`src/csu_pkg.sv`:
```
// Constants shared by the coprocessor indexed store unit and its decoder
package csu_pkg;
  // Instruction field positions, bit 31 here is big-endian bit 0
  localparam int OPC_MSB = 31;
  localparam int OPC_LSB = 26;
  localparam int SEL_MSB = 25;
  localparam int SEL_LSB = 21;
  localparam int BAS_MSB = 20;
  localparam int BAS_LSB = 16;
  localparam int XO_MSB  = 10;
  localparam int XO_LSB  = 1;
  // Opcode values
  localparam logic [5:0] OPC_PRIMARY = 6'h1F;
  localparam logic [9:0] XO_WORD     = 10'h0C7;
  localparam logic [9:0] XO_DOUBLE   = 10'h187;
  localparam logic [9:0] XO_QUAD     = 10'h0E7;
  // Index of the last 32-bit beat per form
  localparam logic [1:0] LAST_WORD   = 2'h0;
  localparam logic [1:0] LAST_DOUBLE = 2'h1;
  localparam logic [1:0] LAST_QUAD   = 2'h3;
  // Address alignment and core register layout
  localparam logic [1:0]  ALIGN_ZERO  = 2'h0;
  localparam logic [27:0] INST_RSVD   = 28'h0000000;
  localparam logic [31:0] SPR_NONE    = 32'h00000000;
  localparam logic [4:0]  REG_ZERO    = 5'h00;
  typedef enum logic [1:0] {CSU_IDLE, CSU_XLATE, CSU_FETCH, CSU_WRITE} csu_state_e;
endpackage : csu_pkg

```
`src/csu_decode.sv`:
```
// Decoder for the word, double and quad indexed coprocessor stores
`timescale 1ns/1ns
module csu_decode
  import csu_pkg::*;
(
  // Instruction
  input  wire logic [31:0] instr_i,
  // Decoded fields
  output logic             is_store_o,
  output logic [1:0]       last_beat_o,
  output logic [4:0]       sel_o,
  output logic             base_zero_o
);
  logic [9:0] xo;

  // Field split; the reserved low bit is not examined, its use is undefined
  always_comb
  begin
    xo          = instr_i[XO_MSB:XO_LSB];
    sel_o       = instr_i[SEL_MSB:SEL_LSB];
    base_zero_o = (instr_i[BAS_MSB:BAS_LSB] == REG_ZERO);
    is_store_o  = 1'b0;
    last_beat_o = LAST_WORD;
    if (instr_i[OPC_MSB:OPC_LSB] == OPC_PRIMARY)
    begin
      unique case (xo)
        XO_WORD:   is_store_o = 1'b1;
        XO_DOUBLE:
        begin
          is_store_o  = 1'b1;
          last_beat_o = LAST_DOUBLE;
        end
        XO_QUAD:
        begin
          is_store_o  = 1'b1;
          last_beat_o = LAST_QUAD;
        end
        default:   is_store_o = 1'b0;
      endcase
    end
  end
endmodule : csu_decode

```
`src/csu_store_unit.sv`:
```
// Processor-side execution of indexed coprocessor stores and identity registers
`timescale 1ns/1ns
// Function
// - Decode word store, opcode 31, extended 199
// - Decode double store, extended opcode 391
// - Decode quad store, extended opcode 231
// - Address is base plus index, base zero
// - Word: aligned address, one coprocessor word stored
// - Double: two words at address, address+4
// - Quad: four words at +0,+4,+8,+12
// - Zone-protected relocated store raises storage exception
// - No-access zones block user mode only
// - Read-only zones block both modes
// - Missing translation raises translation-miss exception
// - Reserved bits set: no program exception
// - Read-only core version register via move-from
// - Instance register: reserved high, user low nibble
module csu_store_unit
  import csu_pkg::*;
#(
  parameter logic [31:0] VERSION_ID   = 32'h00A5C001, // Arbitrary value
  parameter logic [3:0]  INSTANCE_ID  = 4'h5,         // Arbitrary value
  parameter logic [9:0]  SPRN_VERSION = 10'h100,
  parameter logic [9:0]  SPRN_INST    = 10'h101
)
(
  // Clock and reset
  input  wire logic        clock_i,
  input  wire logic        rst_i,
  // Instruction issue with operand values
  input  wire logic        issue_i,
  input  wire logic [31:0] instr_i,
  input  wire logic [31:0] base_data_i,
  input  wire logic [31:0] index_data_i,
  input  wire logic        user_mode_i,
  input  wire logic        coproc_enable_i,
  // Translation and zone check for mem_addr_o
  input  wire logic        data_reloc_i,
  input  wire logic        tlb_hit_i,
  input  wire logic        zone_no_access_i,
  input  wire logic        zone_read_only_i,
  // Coprocessor data beats
  input  wire logic        cop_valid_i,
  input  wire logic [31:0] cop_data_i,
  // Memory write
  input  wire logic        mem_ack_i,
  // Special register read
  input  wire logic        spr_rd_i,
  input  wire logic [9:0]  spr_num_i,
  // Status and memory outputs
  output logic             busy_o,
  output logic             xlate_req_o,
  output logic             cop_req_o,
  output logic [4:0]       cop_sel_o,
  output logic [1:0]       cop_beat_o,
  output logic             mem_we_o,
  output logic [31:0]      mem_addr_o,
  output logic [31:0]      mem_data_o,
  output logic             done_o,
  output logic             dsi_o,
  output logic             tlb_miss_o,
  // Special register answer
  output logic             spr_ack_o,
  output logic [31:0]      spr_data_o
);
  logic        dec_store;
  logic [1:0]  dec_last;
  logic [4:0]  dec_sel;
  logic        dec_base_zero;
  logic        start;
  logic [31:0] ea_sum;
  csu_state_e  state, next_state;
  logic [31:0] ea, next_ea;
  logic [1:0]  last_beat, next_last_beat;
  logic        next_busy, next_xlate_req, next_cop_req, next_mem_we;
  logic [4:0]  next_cop_sel;
  logic [1:0]  next_cop_beat;
  logic [31:0] next_mem_addr, next_mem_data;
  logic        next_done, next_dsi, next_tlb_miss;
  logic        next_spr_ack;
  logic [31:0] next_spr_data;

  csu_decode u_decode (
    .instr_i     (instr_i),
    .is_store_o  (dec_store),
    .last_beat_o (dec_last),
    .sel_o       (dec_sel),
    .base_zero_o (dec_base_zero)
  );

  // Coprocessor stores only run once software has enabled the unit
  assign start  = issue_i && dec_store && coproc_enable_i && (state == CSU_IDLE);
  // Base register 0 reads as zero, low two bits cleared for word alignment
  assign ea_sum = (dec_base_zero ? SPR_NONE : base_data_i) + index_data_i;

  // Store sequencer: translate, then fetch and write one word per beat
  always_comb
  begin
    next_state     = state;
    next_ea        = ea;
    next_last_beat = last_beat;
    next_busy      = busy_o;
    next_xlate_req = 1'b0;
    next_cop_req   = cop_req_o;
    next_cop_sel   = cop_sel_o;
    next_cop_beat  = cop_beat_o;
    next_mem_we    = mem_we_o;
    next_mem_addr  = mem_addr_o;
    next_mem_data  = mem_data_o;
    next_done      = 1'b0;
    next_dsi       = 1'b0;
    next_tlb_miss  = 1'b0;
    unique case (state)
      CSU_IDLE:
      begin
        if (start)
        begin
          next_state     = CSU_XLATE;
          next_ea        = {ea_sum[31:2], ALIGN_ZERO};
          next_mem_addr  = {ea_sum[31:2], ALIGN_ZERO};
          next_last_beat = dec_last;
          next_cop_sel   = dec_sel;
          next_cop_beat  = LAST_WORD;
          next_busy      = 1'b1;
          next_xlate_req = 1'b1;
        end
      end
      CSU_XLATE:
      begin
        // Translation result outranks zone check, which needs the entry
        if (data_reloc_i && !tlb_hit_i)
        begin
          next_state    = CSU_IDLE;
          next_tlb_miss = 1'b1;
          next_busy     = 1'b0;
        end
        else if (data_reloc_i && (zone_read_only_i || (zone_no_access_i && user_mode_i)))
        begin
          next_state = CSU_IDLE;
          next_dsi   = 1'b1;
          next_busy  = 1'b0;
        end
        else
        begin
          next_state   = CSU_FETCH;
          next_cop_req = 1'b1;
        end
      end
      CSU_FETCH:
      begin
        if (cop_valid_i)
        begin
          next_state    = CSU_WRITE;
          next_cop_req  = 1'b0;
          next_mem_data = cop_data_i;
          next_mem_we   = 1'b1;
          next_mem_addr = ea + {28'h0000000, cop_beat_o, ALIGN_ZERO};
        end
      end
      CSU_WRITE:
      begin
        if (mem_ack_i)
        begin
          next_mem_we = 1'b0;
          if (cop_beat_o == last_beat)
          begin
            // No general register is written back by these forms
            next_state = CSU_IDLE;
            next_done  = 1'b1;
            next_busy  = 1'b0;
          end
          else
          begin
            next_state    = CSU_FETCH;
            next_cop_beat = cop_beat_o + 2'h1;
            next_cop_req  = 1'b1;
          end
        end
      end
    endcase
  end

  // Sequencer registers
  always_ff @(posedge clock_i or posedge rst_i)
  begin
    if (rst_i)
    begin
      state       <= CSU_IDLE;
      ea          <= SPR_NONE;
      last_beat   <= LAST_WORD;
      busy_o      <= 1'b0;
      xlate_req_o <= 1'b0;
      cop_req_o   <= 1'b0;
      cop_sel_o   <= REG_ZERO;
      cop_beat_o  <= LAST_WORD;
      mem_we_o    <= 1'b0;
      mem_addr_o  <= SPR_NONE;
      mem_data_o  <= SPR_NONE;
      done_o      <= 1'b0;
      dsi_o       <= 1'b0;
      tlb_miss_o  <= 1'b0;
    end
    else
    begin
      state       <= next_state;
      ea          <= next_ea;
      last_beat   <= next_last_beat;
      busy_o      <= next_busy;
      xlate_req_o <= next_xlate_req;
      cop_req_o   <= next_cop_req;
      cop_sel_o   <= next_cop_sel;
      cop_beat_o  <= next_cop_beat;
      mem_we_o    <= next_mem_we;
      mem_addr_o  <= next_mem_addr;
      mem_data_o  <= next_mem_data;
      done_o      <= next_done;
      dsi_o       <= next_dsi;
      tlb_miss_o  <= next_tlb_miss;
    end
  end

  // Identity registers are constants; unknown numbers read as zero
  always_comb
  begin
    next_spr_ack  = spr_rd_i;
    next_spr_data = SPR_NONE;
    if (spr_rd_i && (spr_num_i == SPRN_VERSION))
      next_spr_data = VERSION_ID;
    else if (spr_rd_i && (spr_num_i == SPRN_INST))
      next_spr_data = {INST_RSVD, INSTANCE_ID};
  end

  // Special register answer registers
  always_ff @(posedge clock_i or posedge rst_i)
  begin
    if (rst_i)
    begin
      spr_ack_o  <= 1'b0;
      spr_data_o <= SPR_NONE;
    end
    else
    begin
      spr_ack_o  <= next_spr_ack;
      spr_data_o <= next_spr_data;
    end
  end

  logic dsi_cond;
  assign dsi_cond = data_reloc_i && (zone_read_only_i || (zone_no_access_i && user_mode_i));
endmodule : csu_store_unit

```
`config.mk`:
```
export PLATFORM = sky130hd
export DESIGN_NAME = csu_store_unit
export DESIGN_NICKNAME = d
export VERILOG_FILES = /design/src/csu_pkg.sv /design/src/csu_decode.sv /design/src/csu_store_unit.sv
export SDC_FILE = /design/constraint.sdc
export NUM_CORES = 1
export LEC_CHECK = 0
export ABC_AREA = 1
export BUFFER_PORTS_ARGS = -buffer_cell sky130_fd_sc_hd__clkbuf_2
export CAP_MARGIN = 25
export CORE_UTILIZATION = 52
export CTS_CLUSTER_SIZE = 28
export DETAILED_ROUTE_END_ITERATION = 12
export PLACE_DENSITY = 0.83
export RECOVER_POWER = 25
export SYNTH_ARGS = -nofsm -noshare
export SYNTH_HDL_FRONTEND = slang
export SYNTH_SLANG_ARGS = --single-unit
```
`constraint.sdc`:
```
create_clock -name clock_i -period 5.3 [get_ports clock_i]
set_clock_uncertainty 0.05 [all_clocks]
set_input_delay 1.06 -clock clock_i [delete_from_list [all_inputs] [get_ports clock_i]]
set_output_delay 1.06 -clock clock_i [all_outputs]
set_load 0.005 [all_outputs]
```
== Word level (Yosys, flattened, before mapping) ==
Cells that the tools add are included.
Operators by class
  reductions and logical operators: 26
  equal/unequal tests: 18
  muxes and demuxes: 46
  $add $sub $neg: 3
Operator list (number)
  $mux W32: 3
  $pmux W32 S2: 1
  $add A32 B32 Y32: 1
  $add A32 B4 Y32: 1
  $eq A10 B9 Y1 const B: 3
  $mux W1: 24
  $mux W24: 1
  $eq A10 B8 Y1 const B: 2
  $mux W2: 10
  $ne A2 B2 Y1 const B: 7
  $reduce_and A3 Y1: 3
  $logic_and A1 B1 Y1: 8
  $pmux W2 S2: 2
  $pmux W2 S4: 1
  $eq A6 B5 Y1 const B: 1
  $pmux W1 S3: 2
  $reduce_and A6 Y1: 1
  $reduce_bool A2 Y1: 3
  $reduce_bool A3 Y1: 2
  $logic_not A5 Y1: 1
  $reduce_and A5 Y1: 1
  $eq A2 B2 Y1 const B: 2
  $reduce_and A2 Y1: 2
  $reduce_and A4 Y1: 1
  other kinds (10): 10
Word-level totals
  input bits: 150
  output and inout bits: 111
  register bits: 145

== Longest topological paths before layout ==
Gate-level depths: netlist of run 1.
  depth after elaboration: 9
  gate-level depth with buffers: 20

== Hierarchy ==
Synthesis of run 1 repeated with hierarchy kept, for this count alone.
Unflattened totals
  cell total of the unflattened synthesis: 1333
  area total of the unflattened synthesis: 8428.1 µm²
Modules (own cells, without submodules)
  csu_store_unit: cells each 1290, instances 1, area each 8230.4 µm²
  csu_decode: cells each 43, instances 1, area each 197.7 µm²

== Least setup slack after synthesis of run 1 ==
No wires, ideal clock.
  path type: input -> register
  start point: in instr_i[19]
  end point: reg mem_addr_o[9]
  buffers on the path: 1
  stages on the path: 15
  slack: 2.259 ns
  data arrival time: 2.867 ns
  path through: nor2_1 > nand3_2 > clkbuf_1 > nand2_1 > inv_1 > ha_1 > nand2_1 > nor2_1 > inv_1 > o21bai_1 > nor2_1 > xor2_1 > nand2_1 > o211ai_1 > nand2_1
On the way
  longest elaborated chain between the ends: 5
RTL lines
  start: declaration: RTL line csu_store_unit.sv:32  | input wire logic [31:0] instr_i,
  $logic_not A5 Y1: RTL line csu_decode.sv:21  | base_zero_o = (instr_i[BAS_MSB:BAS_LSB] == REG_ZERO);
  $mux W32: RTL line csu_store_unit.sv:94  | assign ea_sum = (dec_base_zero ? SPR_NONE : base_data_i) + index_data_i;
  $add A32 B32 Y32: RTL line csu_store_unit.sv:94
  $mux W32: RTL line csu_store_unit.sv:116  | if (start)
  $pmux W32 S2: RTL line csu_store_unit.sv:113  | unique case (state)
  end signal: assignment: RTL line csu_store_unit.sv:214  | mem_addr_o <= next_mem_addr;
  end: declaration: RTL line csu_store_unit.sv:57  | output logic [31:0] mem_addr_o,
Every way passes these cells. The select of a mux whose other input is x is not followed.
A chain may end at the register's enable or synchronous reset.

== Worst setup path in the final report of run 1 ==
  start point: in instr_i[19]
  end point: reg mem_addr_o[25]
Same word-level chain as after synthesis.

==> summary.json, run 1 <==
{
  "run_status": {"value": "finished with violations"},
  "failed_checks": {"value": "capacitance limit, slew limit"},
  "overflow": {"value": 0},
  "p_leak": {"value": 5.68, "unit": "nW"},
  "final-max-slew-violation-count": {"value": 110},
  "grt_pass1_wl": {"value": 35700, "unit": "µm"},
  "rsz0062_at_grt": {"value": "no"},
  "cts_resized": {"value": 0},
  "critPathLaunchType": {"value": "input pin"},
  "die_h": {"value": 127, "unit": "µm"},
  "synthesis.area_per_instance": {"value": 6.68, "unit": "µm²"},
  "worst_path_arrival_time": {"value": 3.83, "unit": "ns"},
  "worst_path_dominant_cell_family": {"value": "simple AND/OR/NAND/NOR gates"},
  "critical-path-max-stage-delay": {"value": 0.48, "unit": "ns"},
  "detailed_place.area": {"value": 9300, "unit": "µm²"},
  "power_density": {"value": 388, "unit": "nW/µm²"},
  "synth.distinct_cells": {"value": 44},
  "max_freq": {"value": 279, "unit": "MHz"},
  "finalWeightedCongestion": {"value": 0.975},
  "timing.critical_path.to_type": {"value": "register"},
  "layout.cells.most_common_list": {"value": "sky130_fd_sc_hd__nand2_1, sky130_fd_sc_hd__clkbuf_2, sky130_fd_sc_hd__inv_1"},
  "final_net_count": {"value": 1621},
  "num_antenna_cells": {"value": 0},
  "postCtsHoldBufs": {"value": 0},
  "placement.io_buffers": {"value": 228},
  "detailed_place_hpwl": {"value": 16900, "unit": "µm"},
  "timing_hold_violations_final": {"value": 0},
  "grt_antenna_before_repair": {"value": 0},
  "ys.warnings.count": {"value": 0},
  "dr.pass1.iters": {"value": 5},
  "root_buffer_cell": {"value": "sky130_fd_sc_hd__clkbuf_16"},
  "fillerInstances": {"value": 1397},
  "clock_transition_at_the_registers_of_the_reported_paths": {"value": 0.05, "unit": "ns"},
  "path_cells": {"value": "clkbuf_2, nor2_1, nand3_2, nand2_1, inv_1, ha_1, a21oi_1, o21ai_0, o21bai_1, o21ai_0, nand2_1, nand2_1, nand3_1, nand2_1, nand2_1"},
  "netlist_area": {"value": 8140, "unit": "µm²"},
  "initial_cell_density_of_the_core": {"value": 0.534},
  "final_layout_size_suffix_gt1_frac": {"value": 0.198},
  "worst-path-max-fanout": {"value": 34},
  "detailedRoute.firstIterationViolations": {"value": 536},
  "boundaryPins": {"value": 261},
  "max_cap_viol_count": {"value": 2},
  "final.setup.tns": {"value": 0, "unit": "ns"},
  "netlist.top_cell.by_area": {"value": "sky130_fd_sc_hd__dfrtp_1"},
  "cts_made_buffers": {"value": 17},
  "pnr_worst_setup_slack": {"value": 1.72, "unit": "ns"},
  "post_cts.repair.setup_buffers": {"value": 0},
  "tightest_pin_transition": {"value": 3.01, "unit": "ns"},
  "crit_path_slowest_cell": {"value": "sky130_fd_sc_hd__nand3_2"},
  "clk-insertion-delay-late": {"value": 0.42, "unit": "ns"},
  "synth.yosys.seq_area_share": {"value": 0.350},
  "groute.usage.overall": {"value": 0.280},
  "drc_errors": {"value": 0},
  "critical_path.n_buffers_inverters": {"value": 2},
  "post_synth_main_area_contributors": {"value": "sky130_fd_sc_hd__dfrtp_1, sky130_fd_sc_hd__nand2_1, sky130_fd_sc_hd__inv_1, sky130_fd_sc_hd__ha_1, sky130_fd_sc_hd__nor2_1"},
  "cts.htree.levels": {"value": 4},
  "irDropWorstVdd": {"value": 0.239, "unit": "mV"},
  "cts_tree": {"value": "built"},
  "routed-via-count": {"value": 8402},
  "timing.final.setup_violations": {"value": 0},
  "yosys.area.top_type_share": {"value": 0.350},
  "critical_path_class": {"value": "input pin to register"},
  "post_drt_via_cell_ratio": {"value": 5.06},
  "fp.coreArea": {"value": 15300, "unit": "µm²"},
  "die_w": {"value": 127, "unit": "µm"},
  "grt_max_degree": {"value": 71},
  "route.antenna.remaining_nets": {"value": 0},
  "clock_path_buffers": {"value": 2},
  "mostFrequentLayoutCell": {"value": "sky130_fd_sc_hd__nand2_1"},
  "timing.final.crit_period": {"value": 3.58, "unit": "ns"},
  "yosys_register_bits": {"value": 114},
  "area_delta_synth_final": {"value": 21.4, "unit": "%"},
  "routed_wirelength": {"value": 21900, "unit": "µm"},
  "post-route-cell-area": {"value": 9880, "unit": "µm²"},
  "layout_worst_path_cycle_share": {"value": 0.676},
  "post_drt_wl_per_cell": {"value": 13.2, "unit": "µm"},
  "syn-instance-count": {"value": 1220},
  "crit_required": {"value": 5.54, "unit": "ns"},
  "placement.setup.worst_slack": {"value": 1.44, "unit": "ns"},
  "number_of_global_route_vias_before_repair": {"value": 7629},
  "clock_sink_count": {"value": 114},
  "std_cell_rows": {"value": 45},
  "holdCritPathClass": {"value": "register to register"},
  "design_power_total": {"value": 3.84, "unit": "mW"},
  "fp.dieArea": {"value": 16200, "unit": "µm²"},
  "worst_path_most_repeated_cell": {"value": "sky130_fd_sc_hd__nand2_1"},
  "slew-limit-headroom": {"value": -1.01}
}
[registers in the layout, indices dropped and copies added, names as in the netlist]
name         cells
mem_data_o      32
ea              30
mem_addr_o      30
cop_sel_o        5
spr_data_o       3
cop_beat_o       2
last_beat        2
state            2
busy_o           1
cop_req_o        1
done_o           1
dsi_o            1
mem_we_o         1
spr_ack_o        1
tlb_miss_o       1
xlate_req_o      1
[worst paths after layout]
check / from / endpoint / slack [ns] / cells after the start
worst max-delay path: instr_i[19] / mem_addr_o[25]$_DFFE_PP0P_ / 1.72 / 15
worst min-delay path: mem_addr_o[24]$_DFFE_PP0P_ / mem_addr_o[24]$_DFFE_PP0P_ / 0.43 / 2
worst max register to register: state[1]$_DFFE_PP0P_ / busy_o$_DFFE_PP0P_ / 2.43 / 9
worst min register to register: mem_addr_o[24]$_DFFE_PP0P_ / mem_addr_o[24]$_DFFE_PP0P_ / 0.43 / 2
max in group asynchronous: rst_i / mem_addr_o[31]$_DFFE_PP0P_ / 2.14 / 3
min in group asynchronous: rst_i / spr_ack_o$_DFF_PP0_ / 1.43 / 2
[cell families after synthesis]
logic type	count (synthesis)	synth area share
AOI/OAI and AO/OA	149	0.0992
xor gates and xnor gates	26	0.0280
adders and majority gates	33	0.0516
buffers and inverters	204	0.114
DFF	114	0.350
other	1	0.000460
and+or+nand+nor	693	0.356
[report_power, final]
part | switching, mW | internal [mW]
logic | 0.877 | 0.538
clock network | 0.446 | 0.704
registers | 0.146 | 1.13
[per-layer routing]
metal,track usage,share of wire
met1,0.358,0.43
met2,0.482,0.48
met3,0.0427,0.059
met4,0.104,0.026
met5,0,0
[cells in the mapped netlist]
| cell | number |
|---|---|
| sky130_fd_sc_hd__nand4_1 | 13 |
| sky130_fd_sc_hd__a21boi_0 | 2 |
| sky130_fd_sc_hd__nor3b_1 | 3 |
| sky130_fd_sc_hd__nor2_2 | 4 |
| sky130_fd_sc_hd__ha_1 | 32 |
| sky130_fd_sc_hd__o21ai_1 | 9 |
| sky130_fd_sc_hd__nand3_2 | 2 |
| sky130_fd_sc_hd__nand3_1 | 66 |
| sky130_fd_sc_hd__nor2_1 | 95 |
| sky130_fd_sc_hd__nand2_4 | 2 |
| sky130_fd_sc_hd__fa_1 | 1 |
| sky130_fd_sc_hd__or2_1 | 1 |
| sky130_fd_sc_hd__nor3_1 | 18 |
| sky130_fd_sc_hd__buf_1 | 2 |
| sky130_fd_sc_hd__a21o_1 | 2 |
| sky130_fd_sc_hd__a21oi_4 | 1 |
| sky130_fd_sc_hd__nand2_1 | 463 |
| sky130_fd_sc_hd__a31oi_1 | 1 |
| sky130_fd_sc_hd__o211ai_1 | 5 |
| sky130_fd_sc_hd__nor4_2 | 1 |
| sky130_fd_sc_hd__o21a_1 | 3 |
| sky130_fd_sc_hd__o31ai_1 | 2 |
| sky130_fd_sc_hd__a41oi_1 | 1 |
| sky130_fd_sc_hd__nor3_2 | 1 |
| sky130_fd_sc_hd__clkbuf_1 | 10 |
| sky130_fd_sc_hd__xnor2_1 | 14 |
| sky130_fd_sc_hd__o21ai_0 | 63 |
| sky130_fd_sc_hd__or2_2 | 1 |
| sky130_fd_sc_hd__inv_2 | 5 |
| sky130_fd_sc_hd__nand3_4 | 1 |
| sky130_fd_sc_hd__a21oi_1 | 56 |
| sky130_fd_sc_hd__xor2_1 | 12 |
| sky130_fd_sc_hd__conb_1 | 1 |
| sky130_fd_sc_hd__nand2_2 | 5 |
| sky130_fd_sc_hd__nor4_1 | 11 |
| sky130_fd_sc_hd__nand3b_1 | 2 |
| sky130_fd_sc_hd__buf_2 | 10 |
| sky130_fd_sc_hd__inv_1 | 141 |
| sky130_fd_sc_hd__buf_4 | 31 |
| sky130_fd_sc_hd__nor2_4 | 4 |
| sky130_fd_sc_hd__buf_6 | 5 |
| sky130_fd_sc_hd__dfrtp_1 | 114 |
| sky130_fd_sc_hd__o22a_1 | 1 |
| sky130_fd_sc_hd__o21bai_1 | 3 |
[cell type report]
| cell class | count | area [µm²] | share of cell area |
|---|---|---|---|
| multi-input combinational | 927 | 4450 | 0.450 |
| tap | 211 | 264 | 0.0267 |
| inverter | 146 | 549 | 0.0556 |
| timing repair buffer | 232 | 1170 | 0.119 |
| sequential | 114 | 2850 | 0.289 |
| clock buffer | 17 | 425 | 0.0430 |
| clock inverter | 15 | 169 | 0.0171 |
[tightest hold or removal path, stage by stage (launching register included)]
cell and delay [ns]:
sky130_fd_sc_hd__dfrtp_1 0.34, sky130_fd_sc_hd__nand2_1 0.05, sky130_fd_sc_hd__nand2_1 0.05
[per-stage QoR]
step                       util  std cells  hold slack (ns)
final                     0.648       1662            0.428
after CTS                 0.648       1662            0.431
after floorplan               -       1245            0.403
after detailed placement  0.609       1630            0.414
after global placement    0.608       1629            0.411
after global routing      0.648       1662            0.443
No activity file was read; power rests on OpenSTA's default activity.
==> run 2, diff against run 1 <==
Settings changed: ABC_AREA 1 to 0, CORE_UTILIZATION 52 to 51, PLACE_DENSITY 0.83 to 0.84.
Clock period 5.3 ns to 3.72 ns, I/O delays scaled along.
==> run 2 against run 1 <==
  * The run still ends with capacitance limit, slew limit left
  * Routed wire length decreased by 8.6%
  * Synthesized cell count is 27% lower
  * Combinational power increased by 25%
  * Clock power up 59%
  * Setup slack got worse by 1.6 ns
  * Cell count fell by 18%
  * Critical path type unchanged
  * Largest power group is now clock
  * Highest routed layer unchanged
==> summary.json, run 2 <==
{
  "run_status": {"value": "finished with violations"},
  "failed_checks": {"value": "capacitance limit, slew limit"},
  "largest_reg_flops": {"value": 32},
  "clock_path_buffers": {"value": 2},
  "irDropWorstVdd": {"value": 0.272, "unit": "mV"},
  "num_antenna_cells": {"value": 0},
  "cts_tree": {"value": "built"},
  "p_leak": {"value": 5.15, "unit": "nW"},
  "post_drt_via_cell_ratio": {"value": 5.36},
  "fillerInstances": {"value": 1112},
  "post_cts.repair.setup_buffers": {"value": 0},
  "setup.reg_to_reg.worst_slack": {"value": 0.47, "unit": "ns"},
  "largestRegisters": {"value": "mem_data_o (32), ea (30), mem_addr_o (30)"},
  "boundaryPins": {"value": 261},
  "mostFrequentLayoutCell": {"value": "sky130_fd_sc_hd__clkbuf_2"},
  "worstReg2RegStart": {"value": "cop_beat_o[0]$_DFFE_PP0P_"},
  "number_of_global_route_vias_before_repair": {"value": 6827},
  "synth_enable_flop_cells": {"value": 0},
  "die_h": {"value": 122, "unit": "µm"},
  "finalWeightedCongestion": {"value": 0.888},
  "route.antenna.remaining_nets": {"value": 0},
  "worstHoldEndpoint": {"value": "spr_ack_o$_DFF_PP0_"},
  "routed-via-count": {"value": 7331},
  "yosys_register_bits": {"value": 114},
  "fp.coreArea": {"value": 14000, "unit": "µm²"},
  "area_delta_synth_final": {"value": 33.7, "unit": "%"},
  "final_layout_size_suffix_gt1_frac": {"value": 0.318},
  "die_w": {"value": 122, "unit": "µm"},
  "std_cell_rows": {"value": 43},
  "cts_resized": {"value": 0},
  "critical_path.n_buffers_inverters": {"value": 2},
  "dr.pass1.iters": {"value": 5},
  "hold-path-cell-count": {"value": 1},
  "post_drt_wl_per_cell": {"value": 14.6, "unit": "µm"},
  "post-route-cell-area": {"value": 9860, "unit": "µm²"},
  "clock_sink_count": {"value": 114},
  "dp_cells": {"value": 1336},
  "layout_worst_path_cycle_share": {"value": 0.968},
  "overflow": {"value": 0},
  "grt_pass1_wl": {"value": 31600, "unit": "µm"},
  "max_cap_viol_count": {"value": 2},
  "synth_ff_type": {"value": "sky130_fd_sc_hd__dfrtp_1"},
  "timing.critical_path.to_type": {"value": "register"},
  "clk-insertion-delay-late": {"value": 0.40, "unit": "ns"},
  "routed_wirelength": {"value": 20000, "unit": "µm"},
  "drc_errors": {"value": 0},
  "worst_path_most_repeated_cell": {"value": "sky130_fd_sc_hd__a311o_1"},
  "detailedRoute.firstIterationViolations": {"value": 506},
  "path_cells": {"value": "clkbuf_2, or4_4, nor2_4, buf_4, nor2b_1, ha_2, a21oi_4, a21boi_0, a311o_1, a2111oi_4, o31ai_4, nor2_2, o21ai_1, a311o_1"},
  "timing.final.setup_violations": {"value": 0},
  "initial_cell_density_of_the_core": {"value": 0.527},
  "slew-limit-headroom": {"value": -0.192},
  "worst_path_arrival_time": {"value": 3.84, "unit": "ns"},
  "multi_input_area": {"value": 4260, "unit": "µm²"},
  "detailed_place_hpwl": {"value": 15100, "unit": "µm"},
  "synthesis.area_per_instance": {"value": 8.31, "unit": "µm²"},
  "grt_max_degree": {"value": 42},
  "yosys.area.top_type_share": {"value": 0.387},
  "placement.io_buffers": {"value": 228},
  "layoutNonFillerInstCount": {"value": 1368},
  "clock_transition_at_the_registers_of_the_reported_paths": {"value": 0.05, "unit": "ns"},
  "cts.htree.levels": {"value": 4},
  "design_power_total": {"value": 5.38, "unit": "mW"},
  "synthMostInstantiatedCell": {"value": "sky130_fd_sc_hd__nand2_1"},
  "worstRegToRegCells": {"value": 11},
  "synth-async-reset-ratio": {"value": 1.00},
  "groute.usage.overall": {"value": 0.268},
  "worst_path_dominant_cell_family": {"value": "compound AO/OA/AOI/OAI gates"},
  "area.sequential": {"value": 2850, "unit": "µm²"},
  "power_density": {"value": 546, "unit": "nW/µm²"},
  "detailed_place.area": {"value": 9150, "unit": "µm²"},
  "layout.cells.most_common_list": {"value": "sky130_fd_sc_hd__clkbuf_2, sky130_fd_sc_hd__nand2_1, sky130_fd_sc_hd__dfrtp_1"},
  "post_synth_most_frequent_cells": {"value": "sky130_fd_sc_hd__nand2_1, sky130_fd_sc_hd__dfrtp_1, sky130_fd_sc_hd__a21oi_1, sky130_fd_sc_hd__nor2_1, sky130_fd_sc_hd__o21ai_0"},
  "synth.distinct_cells": {"value": 69},
  "critical_path_class": {"value": "input pin to register"},
  "postCtsHoldBufs": {"value": 0},
  "largest_register_by_flop_count": {"value": "mem_data_o"},
  "fp.dieArea": {"value": 15000, "unit": "µm²"},
  "ys.warnings.count": {"value": 0},
  "grt_antenna_before_repair": {"value": 0},
  "critical-path-max-stage-delay": {"value": 0.58, "unit": "ns"},
  "crit_required": {"value": 3.96, "unit": "ns"},
  "crit_path_slowest_cell": {"value": "sky130_fd_sc_hd__or4_4"},
  "reg2reg_to": {"value": "mem_addr_o[28]$_DFFE_PP0P_"},
  "fin_util": {"value": 0.705},
  "holdWs": {"value": 0.401, "unit": "ns"},
  "timing.final.crit_period": {"value": 3.60, "unit": "ns"},
  "root_buffer_cell": {"value": "sky130_fd_sc_hd__clkbuf_16"},
  "synth.yosys.seq_area_share": {"value": 0.387},
  "cts_made_buffers": {"value": 17},
  "holdCritPathClass": {"value": "input pin to register"},
  "max_freq": {"value": 278, "unit": "MHz"},
  "critical_path.startpoint": {"value": "instr_i[16]"},
  "critPathLaunchType": {"value": "input pin"},
  "netlist.top_cell.by_area": {"value": "sky130_fd_sc_hd__dfrtp_1"},
  "worst-path-max-fanout": {"value": 6},
  "post_synth_main_area_contributors": {"value": "sky130_fd_sc_hd__dfrtp_1, sky130_fd_sc_hd__nand2_1, sky130_fd_sc_hd__ha_1, sky130_fd_sc_hd__xnor2_1, sky130_fd_sc_hd__a21oi_1"},
  "final_net_count": {"value": 1359},
  "timing_hold_violations_final": {"value": 0},
  "worst_hold_startpoint": {"value": "spr_rd_i"},
  "tightest_pin_transition": {"value": 1.79, "unit": "ns"},
  "syn-instance-count": {"value": 888},
  "netlist_area": {"value": 7380, "unit": "µm²"},
  "final-max-slew-violation-count": {"value": 84}
}
## run 2: cell count changes after synthesis, moves of 22 or more
cell | previous run | this run
sky130_fd_sc_hd__nor2b_1 | 0 | 36
sky130_fd_sc_hd__nand3_1 | 66 | 25
sky130_fd_sc_hd__clkbuf_1 | 10 | 32
sky130_fd_sc_hd__inv_1 | 141 | 15
sky130_fd_sc_hd__nor2_1 | 95 | 55
sky130_fd_sc_hd__nand2_1 | 463 | 203
sky130_fd_sc_hd__xnor2_1 | 14 | 38
## run 2: cell type report
type | count | share of cell area
Clock buffer | 20 | 0.0463
Timing Repair Buffer | 313 | 0.181
Sequential cell | 114 | 0.289
Inverter | 16 | 0.00673
Clock inverter | 11 | 0.0211
Multi-Input combinational cell | 714 | 0.432
Tap cell | 180 | 0.0228
## run 2: logic make-up (layout without fill, tap and decap cells)
kind of cell    Yosys count  after routing  share of synthesized area
buf+inv                  86            360                     0.0624
xor+xnor                 52             52                     0.0617
mux                       8              8                     0.0120
flops                   114            114                      0.387
other cells               1             26                   0.000508
compound gates          196            196                      0.167
simple gates            398            399                      0.252
fa+ha+maj                33             33                     0.0570
## run 2: through the flow
stage | TNS, ns | setup WS [ns]
floorplan | -0.0823 | -0.0823
global placement | -4.50 | -0.254
detailed placement | -6.31 | -0.332
CTS | 0 | 0.0836
global route | -0.0978 | -0.0662
finish | 0 | 0.120
## run 2: power by group
| part | switching [mW] | leakage [nW] | internal [mW] | total [mW] |
|---|---|---|---|---|
| combinational | 1.00 | 3.35 | 0.760 | 1.76 |
| clock | 0.548 | 0.326 | 1.28 | 1.83 |
| sequential | 0.225 | 1.48 | 1.57 | 1.79 |
| total | 1.77 | 5.15 | 3.61 | 5.38 |
## run 2: how the worst max path moves through the flow
stage / endpoint / cells after the start / slack [ns]
detailed placement: ea[25]$_DFFE_PP0P_ / 14 / -0.33
finish: mem_addr_o[29]$_DFFE_PP0P_ / 14 / 0.12
global placement: mem_addr_o[25]$_DFFE_PP0P_ / 14 / -0.25
global route: mem_addr_o[28]$_DFFE_PP0P_ / 13 / -0.07
CTS: ea[25]$_DFFE_PP0P_ / 14 / 0.08
floorplan: mem_addr_o[29]$_DFFE_PP0P_ / 14 / -0.08
## run 2: metal layers
metal	vias up	routed length (µm)	GRT usage
li1	3577	-	-
met2	313	9870	0.462
met3	38	1200	0.0409
met5	-	0	0
met1	3403	8480	0.339
met4	0	486	0.101
